$ cat src/verilog/enclave_gate_pkg.sv
package enclave_gate_pkg;

	// query leaves and sub-leaves
	localparam logic [31:0] LEAF_FEATURES  = 32'h0000_0007;
	localparam logic [31:0] LEAF_ENCLAVE   = 32'h0000_0012;
	localparam logic [31:0] SUBLEAF_CAPS   = 32'h0000_0000;
	localparam logic [31:0] SUBLEAF_ATTR   = 32'h0000_0001;
	localparam logic [31:0] SUBLEAF_POOL0  = 32'h0000_0002;

	// bit positions
	localparam int SUPPORT_BIT      = 2;
	localparam int OPTIN_LOCK_BIT   = 0;
	localparam int OPTIN_ENABLE_BIT = 18;
	localparam int CAP_BASE_BIT     = 0;
	localparam int CAP_DYN_BIT      = 1;
	localparam int CAP_CHILD_BIT    = 5;
	localparam int CAP_CONFLICT_BIT = 6;
	localparam int LOG2_LEGACY_LSB  = 0;
	localparam int LOG2_WIDE_LSB    = 8;

	// pool section descriptor fields
	localparam int POOL_FIELD_W = 40;
	localparam int POOL_LOW_W   = 20;
	localparam int POOL_RSVD_W  = 8;
	localparam int POOL_HIGH_PAD = 12;
	localparam logic [3:0] POOL_TYPE_INVALID = 4'h0;
	localparam logic [3:0] POOL_TYPE_SECTION = 4'h1;
	localparam logic [3:0] PROT_CONF_INTEG   = 4'h1;
	localparam logic [3:0] PROT_CONF_ONLY    = 4'h2;

	// opt-in register
	localparam logic [31:0] OPTIN_RESET = 32'h0000_0000;
	localparam logic [31:0] OPTIN_WRITE_MASK =
		(32'h1 << OPTIN_LOCK_BIT) | (32'h1 << OPTIN_ENABLE_BIT);

	typedef enum logic [1:0] {
		GATE_EXEC = 2'b00,
		GATE_UD   = 2'b01,
		GATE_GP   = 2'b11
	} gate_verdict_t;

endpackage

$ cat src/verilog/enclave_feature_gate.sv
`timescale 1ns/10ps
// What the document requires
// support flag at feature leaf ENCLAVE_MISC_FEATURE_WORD bit 2
// enclave leaf answered when support flag set
// firmware sets opt-in before enabling resources; here section writes are taken only while the lock bit is clear
// opted in only when lock and opt-in set
// opt-in never changes reported support flag
// undefined fault, protection fault, or execute
// enclave leaf answers are per hardware thread
// configured device fills at least three sub-leaves
// sub-leaf 0 base/dynamic bits, reserved zero
// bits 5 and 6 report extra leaf groups
// sub-leaf 0 ENCLAVE_MISC_FEATURE_WORD holds save-area misc mask
// ENCLAVE_MAX_SIZE_WORD gives log2 maximum enclave sizes
// sub-leaf 1 reports settable attribute mask
// sub-leaf roles: caps, attributes, pool sections
// sub-leaf 2 reports pool with both sets
// software scans pool sub-leaves until invalid type
// invalid sub-leaf returns four zero words
// type 0 invalid, type 1 pool section
// base address bits split across ENCLAVE_CAPABILITY_LEAF_WORD_A/ENCLAVE_MISC_FEATURE_WORD
// section size bits split across ENCLAVE_CAPABILITY_RESERVED_WORD/ENCLAVE_MAX_SIZE_WORD
// protection code 1 full, 2 confidentiality
// gating uses current values without delay
module enclave_feature_gate
	import enclave_gate_pkg::*;
#(
	parameter int              THREADS         = 2,
	parameter logic [THREADS-1:0] THREAD_SUPPORT = {THREADS{1'b1}},
	parameter bit              CAP_BASE        = 1'b1,
	parameter bit              CAP_DYN         = 1'b1,
	parameter bit              CAP_CHILD       = 1'b0,
	parameter bit              CAP_CONFLICT    = 1'b0,
	parameter logic [31:0]     MISC_MASK       = 32'h0000_0000,
	parameter logic [7:0]      MAX_LOG2_LEGACY = 8'h1f,
	parameter logic [7:0]      MAX_LOG2_WIDE   = 8'h24,
	parameter logic [127:0]    ATTR_MASK       = 128'h3,
	parameter int              NUM_SECTIONS    = 4,
	localparam int             TW = (THREADS > 1) ? $clog2(THREADS) : 1,
	localparam int             IW = (NUM_SECTIONS > 1) ?
		$clog2(NUM_SECTIONS) : 1
) (
	input  wire logic                    clk_sys,
	input  wire logic                    srst,
	input  wire logic                    query_valid,
	input  wire logic [TW-1:0]           query_thread,
	input  wire logic [31:0]             query_leaf,
	input  wire logic [31:0]             query_subleaf,
	output logic                         res_valid_q,
	output logic      [31:0]             res_a_q,
	output logic      [31:0]             res_b_q,
	output logic      [31:0]             res_c_q,
	output logic      [31:0]             res_d_q,
	input  wire logic                    optin_wr,
	input  wire logic [31:0]             optin_wdata,
	output logic      [31:0]             optin_rdata_q,
	output logic                         optin_wr_fault_q,
	output logic                         opted_in_q,
	input  wire logic                    sec_wr,
	input  wire logic [IW-1:0]           sec_idx,
	input  wire logic [POOL_FIELD_W-1:0] sec_base,
	input  wire logic [POOL_FIELD_W-1:0] sec_size,
	input  wire logic [3:0]              sec_prot,
	output logic                         sec_wr_fault_q,
	input  wire logic                    leaf_decode,
	input  wire logic [TW-1:0]           leaf_thread,
	output logic                         verdict_valid_q,
	output gate_verdict_t                verdict_q
);

	// section table, written by firmware before lock
	logic [POOL_FIELD_W-1:0] sec_base_q [NUM_SECTIONS];
	logic [POOL_FIELD_W-1:0] sec_size_q [NUM_SECTIONS];
	logic [3:0]              sec_prot_q [NUM_SECTIONS];
	logic [NUM_SECTIONS-1:0] sec_valid_q;

	wire        opt_lock   = optin_rdata_q[OPTIN_LOCK_BIT];
	wire        opt_enable = optin_rdata_q[OPTIN_ENABLE_BIT];
	wire        opted_in   = opt_lock && opt_enable;
	wire        both_sets  = CAP_BASE && CAP_DYN;

	// query decode
	wire        q_support  = THREAD_SUPPORT[query_thread];
	wire        q_feat     = query_leaf == LEAF_FEATURES &&
		query_subleaf == SUBLEAF_CAPS;
	wire        q_encl     = query_leaf == LEAF_ENCLAVE && q_support;
	wire        q_caps     = q_encl && query_subleaf == SUBLEAF_CAPS;
	wire        q_attr     = q_encl && query_subleaf == SUBLEAF_ATTR;
	wire        q_pool     = q_encl && query_subleaf >= SUBLEAF_POOL0;
	wire [31:0] pool_off   = query_subleaf - SUBLEAF_POOL0;
	wire        pool_range = pool_off < 32'(NUM_SECTIONS);
	wire [IW-1:0] pool_idx = pool_off[IW-1:0];
	wire        pool_hit   = q_pool && pool_range && both_sets &&
		opted_in && sec_valid_q[pool_idx];

	// sub-leaf 0 words
	wire [31:0] caps_a = (32'(CAP_BASE) << CAP_BASE_BIT) |
		(32'(CAP_DYN) << CAP_DYN_BIT) |
		(32'(CAP_CHILD) << CAP_CHILD_BIT) |
		(32'(CAP_CONFLICT) << CAP_CONFLICT_BIT);
	wire [31:0] caps_b = MISC_MASK;
	wire [31:0] caps_c = 32'h0000_0000;
	wire [31:0] caps_d = (32'(MAX_LOG2_LEGACY) << LOG2_LEGACY_LSB) |
		(32'(MAX_LOG2_WIDE) << LOG2_WIDE_LSB);

	// feature leaf word, support only
	wire [31:0] feat_b = 32'(q_support) << SUPPORT_BIT;

	wire [31:0] pool_a;
	wire [31:0] pool_b;
	wire [31:0] pool_c;
	wire [31:0] pool_d;

	pool_section_format u_pool_fmt (
		.present (pool_hit),
		.base    (sec_base_q[pool_idx]),
		.size    (sec_size_q[pool_idx]),
		.prot    (sec_prot_q[pool_idx]),
		.word_a  (pool_a),
		.word_b  (pool_b),
		.word_c  (pool_c),
		.word_d  (pool_d)
	);

	// result selection; anything unmatched is zero
	wire [31:0] res_a_d = q_caps ? caps_a :
		q_attr ? ATTR_MASK[31:0] : q_pool ? pool_a : 32'h0000_0000;
	wire [31:0] res_b_d = q_feat ? feat_b : q_caps ? caps_b :
		q_attr ? ATTR_MASK[63:32] : q_pool ? pool_b : 32'h0000_0000;
	wire [31:0] res_c_d = q_caps ? caps_c :
		q_attr ? ATTR_MASK[95:64] : q_pool ? pool_c : 32'h0000_0000;
	wire [31:0] res_d_d = q_caps ? caps_d :
		q_attr ? ATTR_MASK[127:96] : q_pool ? pool_d : 32'h0000_0000;

	// opt-in register and section table writes
	wire        optin_take = optin_wr && !opt_lock;
	wire        sec_take   = sec_wr && !opt_lock;
	wire        sec_prot_ok = sec_prot == PROT_CONF_INTEG ||
		sec_prot == PROT_CONF_ONLY;

	always_ff @(posedge clk_sys) begin
		if (srst) begin
			res_valid_q <= 1'b0;
			res_a_q     <= 32'h0000_0000;
			res_b_q     <= 32'h0000_0000;
			res_c_q     <= 32'h0000_0000;
			res_d_q     <= 32'h0000_0000;
		end else begin
			res_valid_q <= query_valid;
			if (query_valid) begin
				res_a_q <= res_a_d;
				res_b_q <= res_b_d;
				res_c_q <= res_c_d;
				res_d_q <= res_d_d;
			end
		end
	end

	always_ff @(posedge clk_sys) begin
		if (srst) begin
			optin_rdata_q    <= OPTIN_RESET;
			optin_wr_fault_q <= 1'b0;
			opted_in_q       <= 1'b0;
		end else begin
			if (optin_take) begin
				optin_rdata_q <= optin_wdata & OPTIN_WRITE_MASK;
			end
			optin_wr_fault_q <= optin_wr && opt_lock;
			opted_in_q       <= opted_in;
		end
	end

	always_ff @(posedge clk_sys) begin
		if (srst) begin
			sec_valid_q    <= '0;
			sec_wr_fault_q <= 1'b0;
		end else begin
			if (sec_take) begin
				sec_valid_q[sec_idx] <= sec_prot_ok;
			end
			sec_wr_fault_q <= sec_wr && opt_lock;
		end
	end

	always_ff @(posedge clk_sys) begin
		if (sec_take) begin
			sec_base_q[sec_idx] <= sec_base;
			sec_size_q[sec_idx] <= sec_size;
			sec_prot_q[sec_idx] <= sec_prot;
		end
	end

	enclave_leaf_gate u_gate (
		.clk_sys         (clk_sys),
		.srst            (srst),
		.leaf_decode     (leaf_decode),
		.hw_support      (THREAD_SUPPORT[leaf_thread]),
		.opt_lock        (opt_lock),
		.opt_enable      (opt_enable),
		.verdict_valid_q (verdict_valid_q),
		.verdict_q       (verdict_q)
	);
endmodule

$ cat src/verilog/enclave_leaf_gate.sv
`timescale 1ns/10ps
module enclave_leaf_gate
	import enclave_gate_pkg::*;
(
	input  wire logic          clk_sys,
	input  wire logic          srst,
	input  wire logic          leaf_decode,
	input  wire logic          hw_support,
	input  wire logic          opt_lock,
	input  wire logic          opt_enable,
	output logic               verdict_valid_q,
	output gate_verdict_t      verdict_q
);

	gate_verdict_t verdict_d;

	// decision from current values, no added delay
	assign verdict_d = !hw_support ? GATE_UD :
		(opt_lock && opt_enable) ? GATE_EXEC : GATE_GP;

	always_ff @(posedge clk_sys) begin
		if (srst) begin
			verdict_valid_q <= 1'b0;
			verdict_q       <= GATE_UD;
		end else begin
			verdict_valid_q <= leaf_decode;
			if (leaf_decode) begin
				verdict_q <= verdict_d;
			end
		end
	end
endmodule

$ cat src/verilog/pool_section_format.sv
`timescale 1ns/10ps
module pool_section_format
	import enclave_gate_pkg::*;
(
	input  wire logic                    present,
	input  wire logic [POOL_FIELD_W-1:0] base,
	input  wire logic [POOL_FIELD_W-1:0] size,
	input  wire logic [3:0]              prot,
	output logic      [31:0]             word_a,
	output logic      [31:0]             word_b,
	output logic      [31:0]             word_c,
	output logic      [31:0]             word_d
);

	wire [31:0] fmt_a = {base[POOL_LOW_W-1:0], {POOL_RSVD_W{1'b0}},
		POOL_TYPE_SECTION};
	wire [31:0] fmt_b = {{POOL_HIGH_PAD{1'b0}},
		base[POOL_FIELD_W-1:POOL_LOW_W]};
	wire [31:0] fmt_c = {size[POOL_LOW_W-1:0], {POOL_RSVD_W{1'b0}},
		prot};
	wire [31:0] fmt_d = {{POOL_HIGH_PAD{1'b0}},
		size[POOL_FIELD_W-1:POOL_LOW_W]};

	// absent section reads as all zero
	assign word_a = present ? fmt_a : 32'h0000_0000;
	assign word_b = present ? fmt_b : 32'h0000_0000;
	assign word_c = present ? fmt_c : 32'h0000_0000;
	assign word_d = present ? fmt_d : 32'h0000_0000;

endmodule
$ cat config.mk
export PLATFORM = sky130hd
export DESIGN_NAME = enclave_feature_gate
export DESIGN_NICKNAME = d
export VERILOG_FILES = /design/src/verilog/enclave_gate_pkg.sv /design/src/verilog/enclave_feature_gate.sv /design/src/verilog/enclave_leaf_gate.sv /design/src/verilog/pool_section_format.sv
export SDC_FILE = /design/constraint.sdc
export NUM_CORES = 1
export LEC_CHECK = 0
export ABC_AREA = 1
export BUFFER_PORTS_ARGS = -buffer_cell sky130_fd_sc_hd__buf_2
export CORE_MARGIN = 1.5
export CORE_UTILIZATION = 49
export CTS_CLUSTER_DIAMETER = 80
export DETAILED_ROUTE_END_ITERATION = 6
export GPL_ROUTABILITY_DRIVEN = 0
export PLACE_DENSITY = 0.79
export SLEW_MARGIN = 20
export SYNTH_ARGS = -nofsm -noshare
export SYNTH_HDL_FRONTEND = slang
export SYNTH_SLANG_ARGS = --single-unit
$ cat constraint.sdc
create_clock -name clk_sys -period 10.3 [get_ports clk_sys]
set_input_delay 2.06 -clock clk_sys [delete_from_list [all_inputs] [get_ports clk_sys]]
set_output_delay 2.06 -clock clk_sys [all_outputs]
set_load 0.01 [all_outputs]
Word level (Yosys, flattened, before mapping)
Memory sizes are Yosys's and may differ from the RTL's.
Index checks and enable logic that the tools add are counted.
Word-level totals
  register bits: 141
  latch bits: 0
  bits in writable memories: 336
  bits in read-only memories: 0
  output and inout bits: 167
  logic and storage cells: 73
  memories: 3
Cells by class
  add/subtract/negate cells: 1
  multipliers: 0
  div/mod/pow operators: 0
  $lt $le $gt $ge: 7
  eq/ne operators: 5
  shift-type cells: 0
  mux-type cells: 28
  bitwise operators: 0
  reduce and logical (&&, ||, !) cells: 17
Memory list
  sec_base_q: words 4, bits a word 40, read ports 1, clocked after memory_dff 0, write ports 1, RTL line enclave_feature_gate.sv:72  | logic [POOL_FIELD_W-1:0] sec_base_q [NUM_SECTIONS];
  sec_size_q: words 4, bits a word 40, read ports 1, clocked after memory_dff 0, write ports 1, RTL line enclave_feature_gate.sv:73  | logic [POOL_FIELD_W-1:0] sec_size_q [NUM_SECTIONS];
  sec_prot_q: words 4, bits a word 4, read ports 1, clocked after memory_dff 0, write ports 1, RTL line enclave_feature_gate.sv:74  | logic [3:0] sec_prot_q [NUM_SECTIONS];
Operator list (number)
  2-to-1 mux 32 bit: 15
  2-to-1 mux 20 bit: 2
  == test 32 x 1 -> 1 bit (second input constant): 1
  == test 32 x 3 -> 1 bit (second input constant): 1
  == test 32 x 5 -> 1 bit (second input constant): 1
  greater-or-equal comparator 32 x 2 -> 1 bit (second input constant): 1
  zero test 32 bit: 1
  < comparator 32 x 3 -> 1 bit (second input constant): 1
  subtractor 32 x 2 -> 32 bit (second input constant): 1
  logical AND 1 bit: 14
  < comparator 2 x 3 -> 1 bit (second input constant): 2
  2-to-1 mux 1 bit: 6
  bitwise mux 4 bit: 1
  == test 4 x 1 -> 1 bit (second input constant): 1
  == test 4 x 2 -> 1 bit (second input constant): 1
  < comparator 1 x 2 -> 1 bit (second input constant): 2
  2-to-1 mux 2 bit: 2
  binary-select mux 1 bit (select 2 bit): 1
  demux 1 bit (select 2 bit): 1
  greater-or-equal comparator 2 x 1 -> 1 bit (second input constant): 1
  zero test 1 bit: 1
  logical OR 1 bit: 1

Longest topological paths before layout
Gate-level depths: netlist of the first run.
  word-level depth: 12
  mapped depth: 17
  gate-level depth less buffers: 15

Cells and area by module
From an unflattened synthesis of the first run, not the netlist that was laid out.
Unflattened totals
  cell total of the unflattened synthesis: 2034
  area total of the unflattened synthesis: 20873.8 um2
Modules (own cells, without submodules)
  enclave_feature_gate: instances 1, cells an instance 1796, area an instance 19735.2 um2
  pool_section_format: instances 1, cells an instance 222, area an instance 1027.2 um2
  enclave_leaf_gate: instances 1, cells an instance 16, area an instance 111.4 um2

Least setup slack after synthesis of the first run
No wires, ideal clock.
  path type: input -> register
  start: input sec_idx[0]
  end: register sec_valid_q[0]
  library setup time: 0.094 ns
  arrival time: 8.561 ns
  data required time: 10.206 ns
  path slack: 1.645 ns
  stages: 3
  path buffers: 0
  cell sequence: nor3_1 > o21ai_0 > a21oi_1
On the way
  word-level cells in the longest chain between the ends: 5
  elaborated cells between the ends (all ways): 6
  those cells by class: order compare: 2; mux: 3; reduce/logical: 1
RTL lines
  start: declaration: RTL line enclave_feature_gate.sv:60  | input wire logic [IW-1:0] sec_idx,
  < comparator 2 x 3 -> 1 bit (implied by the code) / greater-or-equal comparator 2 x 1 -> 1 bit (equally long branches): RTL line enclave_feature_gate.sv:179  | sec_valid_q[sec_idx] <= sec_prot_ok;
  logical AND 1 bit (implied by the code): RTL line enclave_feature_gate.sv:179
  2-to-1 mux 1 bit (implied by the code): RTL line enclave_feature_gate.sv:179
  demux 1 bit (select 2 bit) (*): RTL line enclave_feature_gate.sv:179
  bitwise mux 4 bit (*): RTL line enclave_feature_gate.sv:179
  end signal: indexed assignment: RTL line enclave_feature_gate.sv:179
  end: declaration: RTL line enclave_feature_gate.sv:75  | logic [NUM_SECTIONS-1:0] sec_valid_q;
Mark *: on every way between the ends. The rest lies on a longest branch, timed or not.
A chain may end at the register's enable or synchronous reset.

Final worst setup path of the first run
  start: input query_subleaf[1]
  end: register res_d_q[19]
On the way
  word-level cells in the longest chain between the ends: 9
  elaborated cells between the ends (all ways): 18
  those cells by class: add/sub: 1; order compare: 2; eq/ne: 1; mux: 6; reduce/logical: 7; memory: 1
RTL lines
  start: declaration: RTL line enclave_feature_gate.sv:48  | input wire logic [31:0] query_subleaf,
  subtractor 32 x 2 -> 32 bit / greater-or-equal comparator 32 x 2 -> 1 bit (equally long branches): RTL line enclave_feature_gate.sv:90, enclave_feature_gate.sv:89
  < comparator 32 x 3 -> 1 bit / logical AND 1 bit (equally long branches): RTL line enclave_feature_gate.sv:91, enclave_feature_gate.sv:89
  logical AND 1 bit (2 in series): RTL line enclave_feature_gate.sv:93  | wire pool_hit = q_pool && pool_range && both_sets &&
  logical AND 1 bit: RTL line enclave_feature_gate.sv:94  | opted_in && sec_valid_q[pool_idx];
  2-to-1 mux 20 bit: RTL line pool_section_format.sv:28  | assign word_d = present ? fmt_d : 32'h0000_0000;
  2-to-1 mux 32 bit (2 in series): RTL line enclave_feature_gate.sv:133  | q_attr ? ATTR_MASK[127:96] : q_pool ? pool_d : 32'h0000_0000;
  2-to-1 mux 32 bit (*): RTL line enclave_feature_gate.sv:132  | wire [31:0] res_d_d = q_caps ? caps_d :
  end signal: assignment: RTL line enclave_feature_gate.sv:154  | res_d_q <= res_d_d;
  end: declaration: RTL line enclave_feature_gate.sv:53  | output logic [31:0] res_d_q,
Mark *: on every way between the ends. The rest lies on a longest branch, timed or not. The select of a mux whose other input is x is not followed.

==> summary.txt, run 1 <==
Status
  • Status: finished, final reports clean

Setup path
  • Required @ worst endpoint: 10,780 ps
  • Crit-path max cell delay: 670 ps
  • Crit. End Element: register
  • Slowest cell on crit path: nor2_8
  • Worst Setup Path Type: input pin to register
  • Worst setup SP type: input pin
  • CP cell instances: buf_4, buf_4, ha_1, nand2_1, nor2_1, nand2_1, o21ai_2, nand2_4, nor2_4, nand3_4, nor2_8, buf_4, nand3_1, nand2_1
  • CP Data Arrival Time: 5840 ps
  • Maximum fanout along the worst path: 51

Routing
  • WL final: between 40 and 50 mm
  • Via density: 5.41
  • ANT nets after route: 0
  • Vias: 12.8k
  • Initial DRC Count: between 700 and 800
  • DRC Markers: 0
  • DR WL/cell: 19.8 um
  • Drt pass-1 iters: 5

Timing
  • Min cycle time layout: 5360 ps
  • Final Hold Vio Count: 0
  • Crit share post-route: 0.521
  • Slew @ Worst Pin: 985 ps
  • Clk_skew: 25.5 ps
  • Slew headroom: 0.343
  • RSZ-0062 raised after global routing: false
  • Max-slew violations: 0
  • Maximum operating frequency: 0.186 GHz
  • Final setup margin: 4940 ps
  • Final setup viols: 0
  • Fin Setup TNS: 0 ps
  • Hold_ws: 448 ps

Synth
  • Post-synth cell types: 43
  • Synthesized area: between 15,000 and 20,000 um2
  • Mapped Cells: around 1.6k
  • Top cell type's share of synthesized area: 0.550
  • Top cells by area, synth: edfxtp_1 55%, dfxtp_1 11%, nor2_1 6.6%
  • Top-count cell post-synth: edfxtp_1
  • Synth area leader: edfxtp_1
  • Primary FF master, synth: edfxtp_1
  • Synth top cells by count: 336 x edfxtp_1, 322 x nor2_1, 249 x nand2_1
  • Flops & latches, synth: 435
  • Avg Cell Area, Syn: between 10 and 15 um2
  • Post-synth ARST share: 0
  • Post-synth EDFFs: 336
  • Post-synthesis sequential area ratio: 0.658
  • Ys Warns: 0

Layout
  • Fin area: 21,300 um2
  • Nets@finish: around 2.0k
  • Area Overhead vs Synth: 16.0%
  • Fin util: 0.580
  • Share of layout cells above drive strength 1: 0.249
  • Non-filler cells, final: 2,358

GRT
  • Overflow after GRT: 0
  • First-pass GRT wire length: 70.7 mm
  • Initial antenna violation count: 12
  • Vias in the first global route: 12.6k
  • Largest net degree at the start of global routing: a little under 80
  • Global Route Usage Sum: 0.240

Clocking
  • Post_cts resized: 0
  • CTS tree: yes
  • Clk root buf: clkbuf_16
  • H-Tree Depth: 2
  • Reg clk slew, reported paths: 60 ps
  • Longest Clk Path Bufs: 3
  • CTS Hold Bufs: 0
  • Worst-Skew Late Latency: 560 ps
  • Total clock sinks: 435
  • Post-CTS setup buffers: 0
  • CTS buffer count: 45

Power
  • Pwr dens: 184 nW/um2
  • Worst vdd ir: 0.151 mV
  • Pleak: roughly 8.3 nW
  • Final Total Pwr: ~3.9 mW

Floorplanning
  • Initial Util: 0.500
  • Die footprint: 38,600 um2
  • # rows: 70
  • Die Span Y: 196 um
  • Top Ports: between 300 and 400
  • Core ar.: ~37,000 um2
  • Die Wd: 196 um

Placement
  • Placed Cells: 2,267
  • PortBufs: approximately 250
  • Post-detail-place hpwl: 27.8 mm
  • Setup Slack @ Placement: 4350 ps
  • Placed Area: 19,600 um2

Worst hold path
  • Hold WC Path Type: register to register

Flow run
  • Max Cap Viol: 0
path summary, 6_finish.rpt:
kind	cells after the start	slack, ps	start	end
worst max-delay path	14	4940	query_subleaf[1]	res_d_q[19]
worst max register to register	13	7150	optin_rdata_q[0]	res_d_q[19]
worst min-delay path	2	450	res_c_q[12]	res_c_q[12]
worst min register to register	2	450	res_c_q[12]	res_c_q[12]
power by group:
group	total (mW)	leakage, nW	internal [mW]	switching (mW)
combinational	0.237	3.68	0.0666	0.171
clock	1.73	0.785	1.07	0.658
sequential	1.95	3.87	1.94	0.0115
total	3.91	8.33	3.07	0.840
registers in the layout, summed over array words and instances (netlist names):
signal                  flops
sec_base_q                160
sec_size_q                160
res_c_q                    24
res_a_q                    22
res_b_q                    20
res_d_q                    20
sec_prot_q                 16
sec_valid_q                 4
optin_rdata_q               2
u_gate.verdict_q            2
opted_in_q                  1
optin_wr_fault_q            1
res_valid_q                 1
sec_wr_fault_q              1
u_gate.verdict_valid_q      1
layout by cell type, fill, tap and decap left out, types with 13 or more instances in the layout:
cell | synthesis | routed
edfxtp_1 | 336 | 336
nor2_1 | 322 | 318
buf_2 | 9 | 250
nand2_1 | 249 | 249
o21ai_0 | 106 | 106
dfxtp_1 | 99 | 99
a221oi_1 | 80 | 80
conb_1 | 1 | 72
nand3_2 | 70 | 70
clkbuf_16 | 0 | 45
inv_1 | 42 | 42
nand3_1 | 37 | 37
buf_4 | 79 | 21
a21oi_1 | 15 | 15
nor2_2 | 13 | 13
logic make-up after synthesis:
logic type	Yosys count	share of synthesized area
AOI/OAI and AO/OA	220	0.0778
adders and majority gates	2	0.00136
buffers and inverters	204	0.0656
xor gates and xnor gates	3	0.00143
and+or+nand+nor	746	0.195
DFF	435	0.658
other	1	0.000204
final cells by class:
cell class | instances | area [um2]
Tap cell | 468 | 586
Antenna cell | 7 | 17.5
Clock inverter | 22 | 343
Fill cell | 2993 | 15400
Multi-Input combinational cell | 1043 | 5390
Sequential cell | 435 | 12100
Inverter | 50 | 189
Clock buffer | 62 | 1270
Timing Repair Buffer | 271 | 1410
worst max-delay path, delay by kind of cell:
kind / cells / cell delay (ps)
AO/OA/AOI/OAI: 1 / 210
AND/OR/NAND/NOR: 9 / 1590
buffers and inverters: 3 / 1660
adder cells (fa/ha/maj): 1 / 260
metal layers:
layer | global-route usage | routed length, um | up-vias
met3 | 0.0476 | 3510 | 90
li1 | - | - | 5994
met1 | 0.291 | 18400 | 6107
met2 | 0.422 | 22900 | 549
met5 | 0 | 64 | -
met4 | 0.0966 | 1710 | 10
No activity file was read; power rests on OpenSTA's default activity.
==> inputs of run 2 (changes only) <==
- PLACE_DENSITY: 0.79 -> 0.82
- clock period: 10.3 -> 4.3 ns (I/O delays scaled with it)
==> run 2 against run 1 <==
Effect of this change: total power is 130% higher; first-iteration DRC count up 16%; critical path depth is the same; routed wire length up 0.25%; worst setup slack lost 3700 ps; final cell count about the same; sequential power rose by 140%; register-to-register slack worse by 5300 ps; core utilization about the same; global-route usage up 0.054 points; clock skew decreased by 18 ps; final area is essentially flat.
==> summary.txt, run 2 (synthesis gave the netlist of run 1 again) <==
Status
  • Status: finished, final reports clean

Setup path
  • Maximum fanout along the worst path: 73
  • Crit. End Element: register
  • CP Data Arrival Time: 3550 ps
  • Worst setup SP type: input pin
  • Required @ worst endpoint: 4790 ps
  • Worst Setup Path Type: input pin to register

Layout
  • Fin util: 0.580
  • Fillers: 2,847
  • Fin area: between 20,000 and 25,000 um2
  • Commonest non-fill, non-tap cell in the layout: edfxtp_1
  • Most frequent cells in the layout: 336 x edfxtp_1, 318 x nor2_1, 250 x buf_2
  • Nets@finish: ~2.0k
  • Non-filler cells, final: 2,360
  • Top flop regs: sec_base_q: 160 flops, sec_size_q: 160 flops, res_c_q: 24 flops
  • Share of layout cells above drive strength 1: 0.247
  • Area Overhead vs Synth: 16.0%

GRT
  • GR met3 Demand/Resource: 0.0496
  • Overflow after GRT: 0
  • First-pass GRT wire length: 70.7 mm
  • Met1 usage: 0.288
  • Largest net degree at the start of global routing: just under 90
  • Vias in the first global route: 12.7k
  • Met2 GRT Util: 0.414
  • Most used routing layer: met2
  • Global Route Usage Sum: 0.241
  • Initial antenna violation count: 17

Power
  • Pwr dens: about 420 nW/um2
  • Worst vdd ir: 0.513 mV
  • Pleak: 8.32 nW

Clocking
  • Reg clk slew, reported paths: 60 ps
  • Post_cts resized: 0
  • Clk root buf: clkbuf_16
  • CTS Hold Bufs: 0
  • Post-CTS setup buffers: 0
  • Longest Clk Path Bufs: 3
  • Worst-Skew Late Latency: about 560 ps
  • CTS tree: yes
  • Total clock sinks: 435
  • CTS buffer count: 44
  • H-Tree Depth: 2

Routing
  • Drt pass-1 iters: 6
  • ANT nets after route: 0
  • Initial DRC Count: 894
  • WL final: 46.7 mm
  • Via density: 5.47
  • Vias: 12.9k
  • DR WL/cell: a little under 20 um
  • DRC Markers: 0

Timing
  • Clk_skew: 7.66 ps
  • Hold_ws: 448 ps
  • Slew headroom: 0.351
  • Fin Setup TNS: 0 ps
  • RSZ-0062 raised after global routing: false
  • Final setup viols: 0
  • Final Hold Vio Count: 0
  • Slew @ Worst Pin: 974 ps
  • Crit share post-route: 0.711
  • Min cycle time layout: about 3100 ps
  • Maximum operating frequency: 0.327 GHz
  • Max-slew violations: 0

Worst hold path
  • Hold WC Path Type: register to register

Floorplanning
  • Core ar.: 36,700 um2
  • Initial Util: 0.500
  • Die Span Y: 196 um
  • Die footprint: 38,600 um2
  • # rows: 70
  • Top Ports: roughly 360
  • Die Wd: 196 um

Placement
  • Placed Area: 19,800 um2
  • Placed Cells: 2,271
  • Post-detail-place hpwl: approximately 28 mm
  • PortBufs: 252

Flow run
  • Max Cap Viol: 0
## run 2: final timing paths
path / start / slack, ps / to / depth (start not counted)
hold reg to reg: res_a_q[28] / 450 / res_a_q[28] / 2
setup / recovery: query_subleaf[1] / 1240 / res_c_q[28] / 14
hold / removal: res_a_q[28] / 450 / res_a_q[28] / 2
setup reg to reg: optin_rdata_q[0] / 1830 / res_c_q[28] / 13
## run 2: cell type report
cell class                 count  area, um2  share of cell area
sequential                   435      12100               0.567
multi-input combinational   1043       5420               0.255
timing repair buffer         276       1580              0.0742
clock buffer                  61       1230              0.0576
tap                          468        586              0.0275
clock inverter                18        191             0.00900
inverter                      50        189             0.00888
antenna                        9       22.5             0.00106
## run 2: where the power goes
part           internal, mW  leakage (nW)  switching, mW
Combinational         0.172          3.75          0.411
Sequential             4.64          3.87         0.0286
Clock                  2.19         0.696           1.56
Total                  7.00          8.32           2.00
## run 2: critical path, cell delays in order
cell and delay [ps]:
buf_4 400, inv_2 160, ha_1 290, nand2_4 150, xor2_1 170, nand2_1 70, nor2_1 100, nand2_1 70
nor2_2 200, nand3_4 130, nor2_8 130, buf_12 450, nand3_2 140, nand2_1 120
## run 2: metrics by stage
stage	power (mW)	worst slack, ps
after floorplan	5.13	-506
after global placement	5.31	742
after detailed placement	5.34	677
after CTS	9.07	1250
after global routing	9.28	1070
final	9.00	1240
## run 2: layer usage
metal	wire length (um)	share of wire
met3	3820	0.082
met4	1680	0.036
met5	103	0.0022
met1	17800	0.38
met2	23300	0.50
==> inputs of run 3 (changes only) <==
- ABC_AREA: 1 -> 0
- PLACE_DENSITY: 0.82 -> 0.8
- clock period: 4.3 -> 3 ns (I/O delays scaled with it)
==> run 3 against run 2 <==
Effect of this change: clock-buffer cell count grew 3; clock skew grew 9.5 ps; critical path depth shrank 2; combinational power grew 22%.
==> summary.txt, run 3 <==
Clocking
  • CTS tree: yes
  • Total clock sinks: 435
  • Longest Clk Path Bufs: 3
  • CTS buffer count: 43
  • Worst-Skew Late Latency: 530 ps
  • Clk root buf: clkbuf_16
  • Reg clk slew, reported paths: 60 ps
  • CTS Hold Bufs: 0
  • H-Tree Depth: 2
  • Post-CTS setup buffers: 0
  • Post_cts resized: 0

Placement
  • PortBufs: roughly 250
  • Post-detail-place hpwl: 24.0 mm
  • Placed Area: between 15,000 and 20,000 um2

Setup path
  • Worst setup SP type: input pin
  • CP Data Arrival Time: 3150 ps
  • Maximum fanout along the worst path: 40
  • FF-to-FF setup slack: 540 ps
  • Required @ worst endpoint: around 3400 ps
  • Crit. End Element: register
  • Worst Setup Path Type: input pin to register

Routing
  • Drt pass-1 iters: 7
  • Met2 wire len: between 20 and 25 mm
  • DR WL/cell: 21.3 um
  • Uppermost layer routed: met5
  • Initial DRC Count: ~660
  • ANT nets after route: 0
  • WL final: ~39 mm
  • DRC Markers: 0
  • Via density: 5.46
  • Met3 Routed Length: ~2.9 mm
  • Metal-1 WL: 13.9 mm
  • Vias: 9,908

Floorplanning
  • Core ar.: 33,700 um2
  • Die Span Y: 189 um
  • Die footprint: around 36,000 um2
  • Top Ports: 357
  • # rows: 67
  • Die Wd: about 190 um
  • Initial Util: 0.501

Layout
  • Top flop regs: sec_base_q: 160 flops, sec_size_q: 160 flops, res_c_q: 24 flops
  • Share of layout cells above drive strength 1: 0.347
  • Fillers: around 2.4k
  • Area Overhead vs Synth: 20.0%
  • Nets@finish: about 1.5k
  • Commonest non-fill, non-tap cell in the layout: edfxtp_1
  • Fin area: 20,200 um2
  • Most frequent cells in the layout: 336 x edfxtp_1, 250 x buf_2, 99 x dfxtp_1

Timing
  • Slew @ Worst Pin: 754 ps
  • Maximum operating frequency: 0.369 GHz
  • Min cycle time layout: 2710 ps
  • Crit share post-route: 0.903
  • Final setup viols: 0
  • Clk_skew: between 15 and 20 ps
  • Fin Setup TNS: 0 ps
  • Slew headroom: 0.497
  • Final Hold Vio Count: 0
  • Max-slew violations: 0
  • RSZ-0062 raised after global routing: false

Power
  • Pwr dens: approximately 640 nW/um2
  • Sequential Power Share: 0.514
  • Pleak: between 7 and 8 nW
  • Clk pwr share: 0.431
  • Comb power frac: 0.055
  • Internal power: roughly 10 mW
  • NetSw: ~2.6 mW
  • Sw frac: 0.204
  • Worst vdd ir: 0.531 mV

Synth
  • Synth top cells by count: 336 x edfxtp_1, 99 x dfxtp_1, 87 x nand2_1
  • Synth area leader: edfxtp_1
  • Ys Warns: 0
  • Synthesized area: around 17,000 um2
  • Top cells by area, synth: edfxtp_1 60%, dfxtp_1 12%, mux4_2 11%
  • Post-synth EDFFs: 336
  • Post-synthesis sequential area ratio: 0.716
  • Top cell type's share of synthesized area: 0.598
  • Mapped Cells: between 1k and 1.5k
  • Top-count cell post-synth: edfxtp_1
  • Primary FF master, synth: edfxtp_1
  • Post-synth cell types: 44
  • Flops & latches, synth: 435
  • Post-synth ARST share: 0
  • Avg Cell Area, Syn: 16.2 um2

GRT
  • Overflow after GRT: 0
  • Global Route Usage Sum: 0.216
  • Vias in the first global route: 10.2k
  • Largest net degree at the start of global routing: 71
  • First-pass GRT wire length: 57.7 mm
  • Initial antenna violation count: 14

Status
  • Status: finished, final reports clean

Worst hold path
  • Hold WC Path Type: input pin to register

Flow run
  • Max Cap Viol: 0
run 3: cell types whose count changed after synthesis, moves of 69 or more:
cell | previous run | this run
nor2_1 | 322 | 27
o21ai_0 | 106 | 37
a221oi_1 | 80 | 0
mux4_2 | 0 | 85
nand2_1 | 249 | 87
nand3_2 | 70 | 0
run 3: final timing paths:
| check | start | endpoint | depth (start not counted) |
|---|---|---|---|
| setup / recovery | query_subleaf[2] | res_d_q[13] | 12 |
| hold / removal | sec_size[25] | sec_size_q[0][25] | 1 |
| setup reg to reg | optin_rdata_q[18] | res_d_q[13] | 8 |
| hold reg to reg | res_a_q[24] | res_a_q[24] | 2 |
run 3: metrics by stage:
step | setup WS, ps | hold WS (ps) | cells | power, mW | util
finish | 291 | 276 | 1813 | 13.0 | 0.601
global route | 163 | 261 | 1813 | 13.4 | 0.601
CTS | 337 | 254 | 1803 | 13.1 | 0.600
detailed placement | -212 | 440 | 1724 | 7.53 | 0.556
global placement | -183 | 429 | 1724 | 7.50 | 0.556
floorplan | -432 | 451 | 1113 | 7.28 | -
run 3: metal layers:
layer  track usage  up-vias
met4        0.0879        4
met5             0        -
li1              -     4458
met3        0.0467       71
met1         0.247     4918
met2         0.392      457
run 3: kinds of logic (layout without fill, tap and decap cells):
group,Yosys count,in the layout,share of synthesized area
adder cells (fa/ha/maj),1,1,0.000742
other,1,82,0.000222
buffers and inverters,138,380,0.0503
XOR/XNOR,8,8,0.00415
multiplexers,88,88,0.115
AO/OA/AOI/OAI,116,116,0.0387
AND/OR/NAND/NOR,255,255,0.0751
flip-flops,435,435,0.716
run 3: area by class of cell:
type | count | area [um2] | share of cell area
Inverter | 5 | 21.3 | 0.00105
Clock buffer | 64 | 1260 | 0.0621
Multi-Input combinational cell | 540 | 4320 | 0.214
Timing Repair Buffer | 296 | 1750 | 0.0865
Tap cell | 448 | 561 | 0.0277
Clock inverter | 15 | 233 | 0.0115
Antenna cell | 10 | 25.0 | 0.00124
Sequential cell | 435 | 12100 | 0.596
run 3: power by group through the flow:
| stage | Combinational (mW) | Sequential (mW) | Clock, mW |
|---|---|---|---|
| finish | 0.714 | 6.68 | 5.61 |
| global route | 0.774 | 6.69 | 5.91 |
| CTS | 0.722 | 6.68 | 5.70 |
| detailed placement | 0.719 | 6.81 | 0 |
| global placement | 0.700 | 6.80 | 0 |
| floorplan | 0.469 | 6.81 | 0 |
run 3: critical path: stages:
cell      delay (ps)
buf_2            100
inv_1             80
ha_4             130
nor3b_2          340
buf_4            190
nand2_1           50
o41ai_1          250
a21oi_1           70
o21ai_0          250
or4b_4           570
buf_12           210
a211oi_2         250
